[config.mk]
export PLATFORM = sky130hd
export DESIGN_NAME = spi_register_bridge
export DESIGN_NICKNAME = d
export VERILOG_FILES = /design/src/spi_bridge_pkg.sv /design/src/spi_shifter.sv /design/src/spi_register_bridge.sv
export VERILOG_INCLUDE_DIRS = /design/src
export SDC_FILE = /design/constraint.sdc
export NUM_CORES = 1
export LEC_CHECK = 0
export BUFFER_PORTS_ARGS = -buffer_cell sky130_fd_sc_hd__buf_2
export CORE_AREA = 2 2 88 90
export CTS_CLUSTER_DIAMETER = 80
export DETAILED_ROUTE_END_ITERATION = 7
export DIE_AREA = 0 0 90 92
export PLACE_DENSITY_LB_ADDON = 0.3
export SYNTH_ARGS = -nofsm -noshare
export SYNTH_HDL_FRONTEND = slang
export SYNTH_SLANG_ARGS = --single-unit
[constraint.sdc]
create_clock -name CLK -period 14.6 [get_ports CLK]
set_clock_uncertainty 0.05 [all_clocks]
set_input_delay 2.19 -clock CLK [delete_from_list [all_inputs] [get_ports CLK]]
set_output_delay 2.19 -clock CLK [all_outputs]
set_load 0.02 [all_outputs]
[src/spi_bridge_defines.svh]
// Timing and field constants for the serial register bridge
`ifndef SPI_BRIDGE_DEFINES_SVH
`define SPI_BRIDGE_DEFINES_SVH
`define CMD_ACCESS_BIT 7
`define CMD_READ_VALUE 1'b1
`define FILLER_ADDR 7'h3F
`define AUX_RST_BIT 1
`define AUX_PHASE_HI 4
`define AUX_PHASE_LO 2
`define BITS_PER_BYTE 4'h8
`define STROBE_PHASE 3'h0
`endif

[src/spi_bridge_pkg.sv]
// Types shared by the serial register bridge
package spi_bridge_pkg;
	typedef struct packed {
		logic [6:0] addr;
		logic [7:0] wdata;
		logic rd;
		logic wr;
		logic freeze;
	} core_req_t;
	typedef enum logic [4:0] {
		ST_IDLE = 5'b00001,
		ST_CMD = 5'b00010,
		ST_WADDR = 5'b00100,
		ST_WDATA = 5'b01000,
		ST_FAULT = 5'b10000
	} bridge_state_t;
endpackage : spi_bridge_pkg

[src/spi_shifter.sv]
// Byte-wide serial shifter driven by clock edges decoded in the top level
`timescale 1ns/1ns
`include "spi_bridge_defines.svh"
module spi_shifter
(
	input wire logic clk,
	input wire logic rst_n,
	input wire logic sclk_rise,
	input wire logic sclk_fall,
	input wire logic active,
	input wire logic mosi_bit,
	input wire logic load,
	input wire logic [7:0] load_byte,
	output logic miso_bit,
	output logic [7:0] rx_byte,
	output logic rx_done,
	output logic [3:0] bit_cnt
);
	logic [7:0] rx_reg;
	logic [7:0] tx_reg;
	logic [3:0] cnt_reg;
	logic done_reg;
	wire last_bit = (cnt_reg == (`BITS_PER_BYTE - 4'h1));
	wire [7:0] rx_next = {rx_reg[6:0], mosi_bit};

	// Sample on falling edge, shift out on rising edge, MSB first
	always_ff @(posedge clk or negedge rst_n)
	begin
		if (!rst_n)
		begin
			rx_reg <= 8'h00;
			tx_reg <= 8'h00;
			cnt_reg <= 4'h0;
			done_reg <= 1'b0;
		end
		else if (!active)
		begin
			cnt_reg <= 4'h0;
			done_reg <= 1'b0;
			if (load)
				tx_reg <= load_byte;
		end
		else
		begin
			done_reg <= 1'b0;
			if (load)
				tx_reg <= load_byte;
			else if (sclk_rise && cnt_reg != 4'h0)
				tx_reg <= {tx_reg[6:0], 1'b1};
			if (sclk_fall)
			begin
				rx_reg <= rx_next;
				cnt_reg <= last_bit ? 4'h0 : cnt_reg + 4'h1;
				done_reg <= last_bit;
			end
		end
	end
	assign miso_bit = tx_reg[7];
	assign rx_byte = rx_reg;
	assign rx_done = done_reg;
	assign bit_cnt = cnt_reg;
endmodule : spi_shifter

[src/spi_register_bridge.sv]
// Serial-to-core register bridge, top level
// Notes on behaviour
// - Sample input on falling serial clock, change output on rising edge.
// - Serial clock idles low between transfers.
// - All bytes travel most significant bit first.
// - A transaction lasts while select is held high.
// - Dropping and raising select restarts the transaction state.
// - Each transaction starts by sending status high byte then low byte.
// - Access bit one means register read.
// - Access bit zero means register write.
// - Addresses span 00h to 7Fh.
// - Read of 3Fh has no core side effect; filler only.
// - Successive reads of any addresses other than 3Fh return each register in turn.
// - Multi-write takes start address, then increments per data byte.
// - Status is sent once, at the start of a combined sequence.
// - Core side gets address, write data, read/write strobes, freeze.
// - Timing phase from aux bits 4:2, reset from aux bit 1.
// - Freeze high holds core multi-byte registers until it drops.
// - On protocol fault, output is held high until select drops.
`timescale 1ns/1ns
`include "spi_bridge_defines.svh"
module spi_register_bridge
(
	input wire logic CLK,
	input wire logic RST_N,
	input wire logic [4:0] CORE_AUX_OUTPUTS,
	input wire logic SPI_CLK,
	input wire logic SPI_MOSI,
	input wire logic SPI_SEL,
	output logic SPI_MISO,
	input wire logic [15:0] ONLINE_STATUS,
	input wire logic [7:0] CORE_READ_BUS,
	output logic [6:0] CORE_ADDR,
	output logic [7:0] CORE_WRITE_BUS,
	output logic CORE_RD,
	output logic CORE_WR,
	output logic CORE_FREEZE
);
	// ************************************************************
	// Input synchronisation
	// ************************************************************
	logic [1:0] sclk_sync_reg;
	logic [1:0] sel_sync_reg;
	logic [1:0] mosi_sync_reg;
	logic sclk_d_reg;
	logic sel_d_reg;
	spi_bridge_pkg::bridge_state_t state_reg;
	spi_bridge_pkg::bridge_state_t state_next;
	spi_bridge_pkg::core_req_t req_reg;
	spi_bridge_pkg::core_req_t req_next;
	logic [7:0] rx_latch_reg;
	logic [7:0] rdata_reg;
	logic rd_pend_reg;
	logic wr_pend_reg;
	logic [1:0] status_slot_reg;
	logic [7:0] tx_load;
	logic tx_load_en;
	logic shift_miso;
	logic [7:0] rx_byte;
	logic rx_done;
	logic [3:0] bit_cnt;
	logic rst_core_n;

	// Core reset taken from aux bit 1 (active high) combined with port reset
	assign rst_core_n = RST_N & ~CORE_AUX_OUTPUTS[`AUX_RST_BIT];
	wire [2:0] phase = CORE_AUX_OUTPUTS[`AUX_PHASE_HI:`AUX_PHASE_LO];

	// Two-flop synchronisers on all serial input pins
	always_ff @(posedge CLK or negedge rst_core_n)
	begin
		if (!rst_core_n)
		begin
			sclk_sync_reg <= 2'b00;
			sel_sync_reg <= 2'b00;
			mosi_sync_reg <= 2'b00;
			sclk_d_reg <= 1'b0;
			sel_d_reg <= 1'b0;
		end
		else
		begin
			sclk_sync_reg <= {sclk_sync_reg[0], SPI_CLK};
			sel_sync_reg <= {sel_sync_reg[0], SPI_SEL};
			mosi_sync_reg <= {mosi_sync_reg[0], SPI_MOSI};
			sclk_d_reg <= sclk_sync_reg[1];
			sel_d_reg <= sel_sync_reg[1];
		end
	end

	// ************************************************************
	// Edge and framing decode
	// ************************************************************
	wire sel = sel_sync_reg[1];
	wire sclk_rise = sclk_sync_reg[1] & ~sclk_d_reg;
	wire sclk_fall = ~sclk_sync_reg[1] & sclk_d_reg;
	wire sel_start = sel & ~sel_d_reg;
	wire sel_end = ~sel & sel_d_reg;
	wire cmd_is_read = rx_latch_reg[`CMD_ACCESS_BIT] == `CMD_READ_VALUE;
	wire [6:0] cmd_addr = rx_latch_reg[6:0];
	wire is_filler = cmd_addr == `FILLER_ADDR;
	wire phase_ok = phase == `STROBE_PHASE;
	logic byte_evt_reg;
	// Data byte of a write, first or following
	wire data_byte = byte_evt_reg && (state_reg == spi_bridge_pkg::ST_WADDR
		|| state_reg == spi_bridge_pkg::ST_WDATA);

	// Byte shifter, capturing the synchronised input bit
	spi_shifter u_shift
	(
		.clk(CLK),
		.rst_n(rst_core_n),
		.sclk_rise(sclk_rise),
		.sclk_fall(sclk_fall),
		.active(sel),
		.mosi_bit(mosi_sync_reg[1]),
		.load(tx_load_en),
		.load_byte(tx_load),
		.miso_bit(shift_miso),
		.rx_byte(rx_byte),
		.rx_done(rx_done),
		.bit_cnt(bit_cnt)
	);

	// Complete byte held for decoding, flagged one cycle after done
	always_ff @(posedge CLK or negedge rst_core_n)
	begin
		if (!rst_core_n)
		begin
			rx_latch_reg <= 8'h00;
			byte_evt_reg <= 1'b0;
		end
		else
		begin
			byte_evt_reg <= rx_done;
			if (rx_done)
				rx_latch_reg <= rx_byte;
		end
	end

	// ************************************************************
	// Transaction state machine
	// ************************************************************
	always_comb
	begin
		state_next = state_reg;
		if (!sel)
			state_next = spi_bridge_pkg::ST_IDLE;
		else if (sel_start)
			state_next = spi_bridge_pkg::ST_CMD;
		else if (byte_evt_reg)
		begin
			case (state_reg)
				spi_bridge_pkg::ST_CMD:
					state_next = cmd_is_read ? spi_bridge_pkg::ST_CMD
						: spi_bridge_pkg::ST_WADDR;
				spi_bridge_pkg::ST_WADDR:
					state_next = spi_bridge_pkg::ST_WDATA;
				spi_bridge_pkg::ST_WDATA:
					state_next = spi_bridge_pkg::ST_WDATA;
				spi_bridge_pkg::ST_FAULT:
					state_next = spi_bridge_pkg::ST_FAULT;
				default:
					state_next = spi_bridge_pkg::ST_IDLE;
			endcase
		end
		// Short final byte returns to idle; a falling clock edge while idle with select high flags a fault
		if (sel_end && (bit_cnt != 4'h0 || state_reg == spi_bridge_pkg::ST_WADDR))
			state_next = spi_bridge_pkg::ST_IDLE;
		else if (sel && state_reg == spi_bridge_pkg::ST_IDLE && sclk_fall && !sel_start)
			state_next = spi_bridge_pkg::ST_FAULT;
	end

	// ************************************************************
	// Core request generation
	// ************************************************************
	always_comb
	begin
		req_next = req_reg;
		req_next.rd = 1'b0;
		req_next.wr = 1'b0;
		req_next.freeze = sel;
		if (rd_pend_reg && phase_ok)
			req_next.rd = 1'b1;
		if (wr_pend_reg && phase_ok)
			req_next.wr = 1'b1;
		// Address steps on after each write strobe
		if (req_reg.wr)
			req_next.addr = req_reg.addr + 7'h01;
		if (byte_evt_reg && state_reg == spi_bridge_pkg::ST_CMD)
			req_next.addr = cmd_addr;
		if (data_byte)
			req_next.wdata = rx_latch_reg;
	end

	always_ff @(posedge CLK or negedge rst_core_n)
	begin
		if (!rst_core_n)
		begin
			state_reg <= spi_bridge_pkg::ST_IDLE;
			req_reg <= '0;
			rd_pend_reg <= 1'b0;
			wr_pend_reg <= 1'b0;
			rdata_reg <= 8'h00;
		end
		else
		begin
			state_reg <= state_next;
			req_reg <= req_next;
			if (req_reg.rd)
				rdata_reg <= CORE_READ_BUS;
			if (byte_evt_reg && state_reg == spi_bridge_pkg::ST_CMD && cmd_is_read
				&& !is_filler)
				rd_pend_reg <= 1'b1;
			else if (req_next.rd)
				rd_pend_reg <= 1'b0;
			if (data_byte)
				wr_pend_reg <= 1'b1;
			else if (req_next.wr)
				wr_pend_reg <= 1'b0;
		end
	end

	// ************************************************************
	// Output byte sequencing
	// ************************************************************
	// Status high, status low, then read data slots
	always_ff @(posedge CLK or negedge rst_core_n)
	begin
		if (!rst_core_n)
			status_slot_reg <= 2'b00;
		else if (sel_start || !sel)
			status_slot_reg <= 2'b00;
		else if (byte_evt_reg && status_slot_reg != 2'b10)
			status_slot_reg <= status_slot_reg + 2'b01;
	end

	assign tx_load_en = (!sel) || byte_evt_reg;
	// Each load picks the next slot: high byte while idle, then low byte, then read data
	assign tx_load = (!sel) ? ONLINE_STATUS[15:8]
		: (status_slot_reg == 2'b00) ? ONLINE_STATUS[7:0]
		: rdata_reg;

	assign SPI_MISO = (state_reg == spi_bridge_pkg::ST_FAULT) ? 1'b1 : shift_miso;
	assign CORE_ADDR = req_reg.addr;
	assign CORE_WRITE_BUS = req_reg.wdata;
	assign CORE_RD = req_reg.rd;
	assign CORE_WR = req_reg.wr;
	assign CORE_FREEZE = req_reg.freeze;
endmodule : spi_register_bridge

==> results of run 1 <==
path summary, 6_finish.rpt:
check                                    startpoint                 to  slack [ns]
worst max-delay path                   state_reg[1]           SPI_MISO       10.82
worst min-delay path                sel_sync_reg[0]    sel_sync_reg[1]        0.30
worst max register to register   status_slot_reg[0]  u_shift.tx_reg[6]       12.77
worst min register to register      sel_sync_reg[0]    sel_sync_reg[1]        0.30
max in group asynchronous       CORE_AUX_OUTPUTS[1]       CORE_ADDR[0]       11.79
min in group asynchronous                     RST_N    sel_sync_reg[1]        2.14
cell usage after synthesis, drive strengths merged (2+ instances only):
library cell	n	share of area [%]
and2	4	0.77
xor2	7	2.1
a21o	2	0.46
nand2	14	1.7
nand3	3	1.0
nand4	5	0.96
and3	3	0.58
dfrtp	71	55
ha	5	1.9
mux2	33	12
o21ai	10	1.9
mux2i	16	4.9
xnor2	3	0.81
nor2b	5	1.0
nor3	3	0.81
nor2	26	3.0
clkbuf	6	0.69
a21oi	22	3.5
inv	8	0.92
buf	7	1.3
or3	2	0.39
nor4	2	0.58
logic make-up (layout without fill, tap and decap cells):
family	count (synthesis)	after routing
simple gates	71	71
compound gates	41	41
mux	49	49
flops	72	72
xor+xnor	10	10
buf+inv	21	76
fa+ha+maj	5	5
power by group through the flow:
stage	clock [mW]	sequential (mW)	combinational [mW]
final	0.230	0.227	0.0412
after global routing	0.242	0.230	0.0473
after CTS	0.235	0.227	0.0422
after detailed placement	0	0.231	0.0419
after global placement	0	0.230	0.0410
after floorplan	0	0.231	0.0271
worst max-delay path, stage by stage (launching register included):
cell and delay (ns):
dfrtp_1 0.48, nor4_1 0.38, a21o_1 0.18, buf_2 0.16
layout make-up:
class	count	area, µm²	share of cell area [%]
multi-input combinational	176	1355	34.92
inverter	8	30.03	0.7739
clock buffer	11	151.4	3.902
tap	102	127.6	3.289
clock inverter	5	150.1	3.870
sequential	72	1803	46.47
timing repair buffer	52	262.8	6.772
per-layer routing:
| metal | global-route usage (%) | up-vias |
|---|---|---|
| li1 | - | 1032 |
| met1 | 19.18 | 1027 |
| met2 | 24.62 | 39 |
| met3 | 2.712 | 9 |
| met4 | 8.205 | 0 |
| met5 | 0 | - |
through the flow:
step / utilization, % / hold WS (ns)
after floorplan: - / 0.2812
after global placement: 48.05 / 0.2839
after detailed placement: 48.05 / 0.2871
after CTS: 52.10 / 0.3044
after global routing: 52.10 / 0.3194
final: 52.10 / 0.3016
==> impl_metrics.ini, run 1 <==
[routing]
viasPerCell = 4.946
met1_length_um = 2673
avgRoutedWirePerCell_um = 13.58
routed-wl-met2_um = 2811
first_pass_iters = 4
drt_iter0_markers = 115
drc = 0
dr_total_vias = 2107
dr.max_layer_used = met4
ant_nets = 0
routed_wl_um = 5785
met3_length_um = 193

[timing]
finalSetupViolations = 0
slew_headroom_pct = 41.06
period_needed_ns = 3.781
worst_slew_pin_slew_ns = 0.8841
hold_viol_final = 0
tns_ns = 0
drv_slew = 0
fmax_mhz = 264.5
rsz0062_at_grt = no
finalWorstSetupSlack_ns = 10.82
finalCritPeriodShare_pct = 25.90

[yosys]
synth_xor_area_share_pct = 2.929
syn_area_per_cell_um2 = 12.07
postSynth.asyncResetShare_pct = 100.0
synth_flop_cell = dfrtp_1
synthAdderAreaFrac_pct = 1.927
synth-simple-area-share_pct = 11.79
synth_top_family_by_area = multiplexers
synth_compound_area_share_pct = 7.553
yosysSeqAreaShare_pct = 55.53
ys_ff_latch = 72
synth.distinct_cells = 48
synth-edff-count = 0
syn_inst = 269
synth_area_um2 = 3247
muxShareOfSynthArea_pct = 17.30
syn_nets = 308
ys_warn_count = 0

[clocking]
cts_root_buf = clkbuf_8
htreeDepth = 3
cts_buffer_depth = 2
cts.sinks = 72
cts.repair.resized = 0
path_clk_slew_ns = 0.08
clk-insertion-delay-late_ns = 0.34
hold_buffers = 0
cts_tree = yes
cts_buffers = 9
postCtsSetupBuffers = 0

[place]
dp.cells = 410
gp_congestion = 0.8012
dp_slack_ns = 11.16
placed_area_um2 = 3578
hpwl_um = 3957
port-buffer-count = 51

[power_and_ir_drop]
totalPowerFinal_mw = 0.4986
power.density_nw_per_um2 = 128.5
p_leak_nw = 1.957
comb_power_share_pct = 8.3
p_clk_share_pct = 46.2
power.switching_mw = 0.1058
internal_power_mw = 0.3929
ir_drop_uv = 52.40
seqPwrFrac_pct = 45.6
p_sw_share_pct = 21.21

[cells_and_area]
layout.nets = 358
final_common_cell = dfrtp_1
fin_cells = 426
drive_above_1_share_pct = 33.02
n_antenna_cell = 0
layout_common_cells = dfrtp_1, buf_2, nor2_1
design_area_um2 = 3880
syn2layout_area_growth_pct = 19.50
nFillCells = 693

[global_routing]
grt_max_degree = 73
grt_antenna_before_repair = 0
gr-usage-all-layers_pct = 15.08
first_global_vias = 2159
grt_pass1_wl_um = 9929
grt_overflow_total = 0

[status]
status = finished clean

[worst_setup_path]
end_kind = output port
start_kind = register
cp.arrival_ns = 1.54
crit_type = reg -> out
required_ns = 12.36
reg2regPathDepth = 6
critical_path.max_fanout = 8

[min_path]
hp-class = reg -> reg
hold_depth = 0

[floorplan]
die_x_um = 90
core_um2 = 7447
num_rows = 32
ioPinCount = 53
die_h_um = 92
dieArea_um2 = 8280
start_util_pct = 43.60

[flow_run]
maxCapViolations = 0
Power figures use the tool's default switching activity.
==> run 2, diff against run 1 <==
==> constraint.sdc (replaced) <==
create_clock -name CLK -period 3.5 [get_ports CLK]
set_clock_uncertainty 0.05 [all_clocks]
set_input_delay 0.525 -clock CLK [delete_from_list [all_inputs] [get_ports CLK]]
set_output_delay 0.525 -clock CLK [all_outputs]
set_load 0.02 [all_outputs]
==> impl_metrics.ini, run 2 (synthesis results as in run 1) <==
[global_routing]
gr-usage-all-layers_pct = 15.51
grt_max_degree = 73
grt_overflow_total = 0
grt_pass1_wl_um = 10180
grt_antenna_before_repair = 0
first_global_vias = 2148

[floorplan]
start_util_pct = 43.60
ioPinCount = 53
die_x_um = 90
dieArea_um2 = 8280
core_um2 = 7447
die_h_um = 92
num_rows = 32

[clocking]
cts_tree = yes
hold_buffers = 0
htreeDepth = 3
path_clk_slew_ns = 0.08
cts_buffer_depth = 2
cts.sinks = 72
cts.repair.resized = 0
clk-insertion-delay-late_ns = 0.35
cts_root_buf = clkbuf_8
postCtsSetupBuffers = 0
cts_buffers = 9

[worst_setup_path]
required_ns = 2.92
slowest_stage = dfrtp_1
rrSetupSlack_ns = 1.69
end_kind = output port
max_stage_delay_ns = 0.48
crit_type = reg -> out
reg2regPathDepth = 4
path_cells = nor4_1 > a21o_1 > buf_2
cp.depth = 3
cp.arrival_ns = 1.56
start_kind = register
critical_path.max_fanout = 8
path_buf_inv = 1
path_delay_family = flip-flops

[timing]
tns_ns = 0
rsz0062_at_grt = no
fmax_mhz = 469.0
period_needed_ns = 2.132
hold_viol_final = 0
finalCritPeriodShare_pct = 60.92
hold_slack_ns = 0.2249
finalSetupViolations = 0
drv_slew = 0
slew_headroom_pct = 41.48
worst_slew_pin_slew_ns = 0.8777

[flow_run]
maxCapViolations = 0

[power_and_ir_drop]
comb_power_share_pct = 9.3
p_sw_share_pct = 25.28
seqPwrFrac_pct = 51.1
internal_power_mw = 1.389
ir_drop_uv = 257.6
power.density_nw_per_um2 = 488.8
totalPowerFinal_mw = 1.859
power.switching_mw = 0.4701
p_leak_nw = 1.913
p_clk_share_pct = 39.6

[routing]
viasPerCell = 4.897
dr_total_vias = 2086
avgRoutedWirePerCell_um = 13.52
routed_wl_um = 5758
drt_iter0_markers = 115
ant_nets = 0
first_pass_iters = 4
drc = 0

[min_path]
hp-class = in -> reg
hold_depth = 1

[cells_and_area]
drive_above_1_share_pct = 33.02
final_common_cell = dfrtp_1
n_antenna_cell = 0
syn2layout_area_growth_pct = 17.15
nFillCells = 673
layout.nets = 358
layout_common_cells = dfrtp_1, buf_2, nor2_1

[place]
gp_congestion = 0.7945
port-buffer-count = 51
hpwl_um = 4035

[status]
status = finished clean
==> run 2: area by class of cell <==
cell class / instances / area (µm²) / area share [%]
clock buffers: 9 / 123.9 / 3.257
clock inverters: 7 / 101.3 / 2.664
inverters: 8 / 30.03 / 0.7895
multi-input cells: 176 / 1355 / 35.62
flip-flops and latches: 72 / 1803 / 47.40
well taps: 102 / 127.6 / 3.355
repair buffers: 52 / 262.8 / 6.908
==> run 2: power groups by stage <==
stage                     clock, mW  combinational (mW)  sequential (mW)
final                         0.735               0.174            0.950
after global placement            0               0.171            0.963
after floorplan                   0               0.113            0.962
after detailed placement          0               0.177            0.966
after global routing          0.785               0.196            0.960
after CTS                     0.754               0.178            0.950
==> run 2: routing by layer <==
metal / GRT usage [%] / wire (µm) / up-vias
met4: 8.077 / 105 / 0
met1: 20.27 / 2754 / 1011
met2: 24.69 / 2716 / 34
met5: 0 / 0 / -
li1: - / - / 1032
met3: 3.040 / 183 / 9
==> run 2: final timing paths <==
check,from,to
max,state_reg[1],SPI_MISO
min,SPI_MOSI,mosi_sync_reg[0]
max reg2reg,byte_evt_reg,u_shift.tx_reg[1]
min reg2reg,sel_sync_reg[0],sel_sync_reg[1]
max in group asynchronous,CORE_AUX_OUTPUTS[1],u_shift.tx_reg[7]
min in group asynchronous,RST_N,u_shift.rx_byte[4]
==> run 2: stage by stage <==
step,util [%],setup WS [ns],std cells,area [µm²]
6_report,51.08,1.368,426,3804
2_1_floorplan,-,0.4438,269,3249
3_3_place_gp,48.05,1.697,410,3578
3_5_place_dp,48.05,1.685,410,3578
5_1_grt,51.08,1.261,426,3804
4_1_cts,51.08,1.343,426,3804
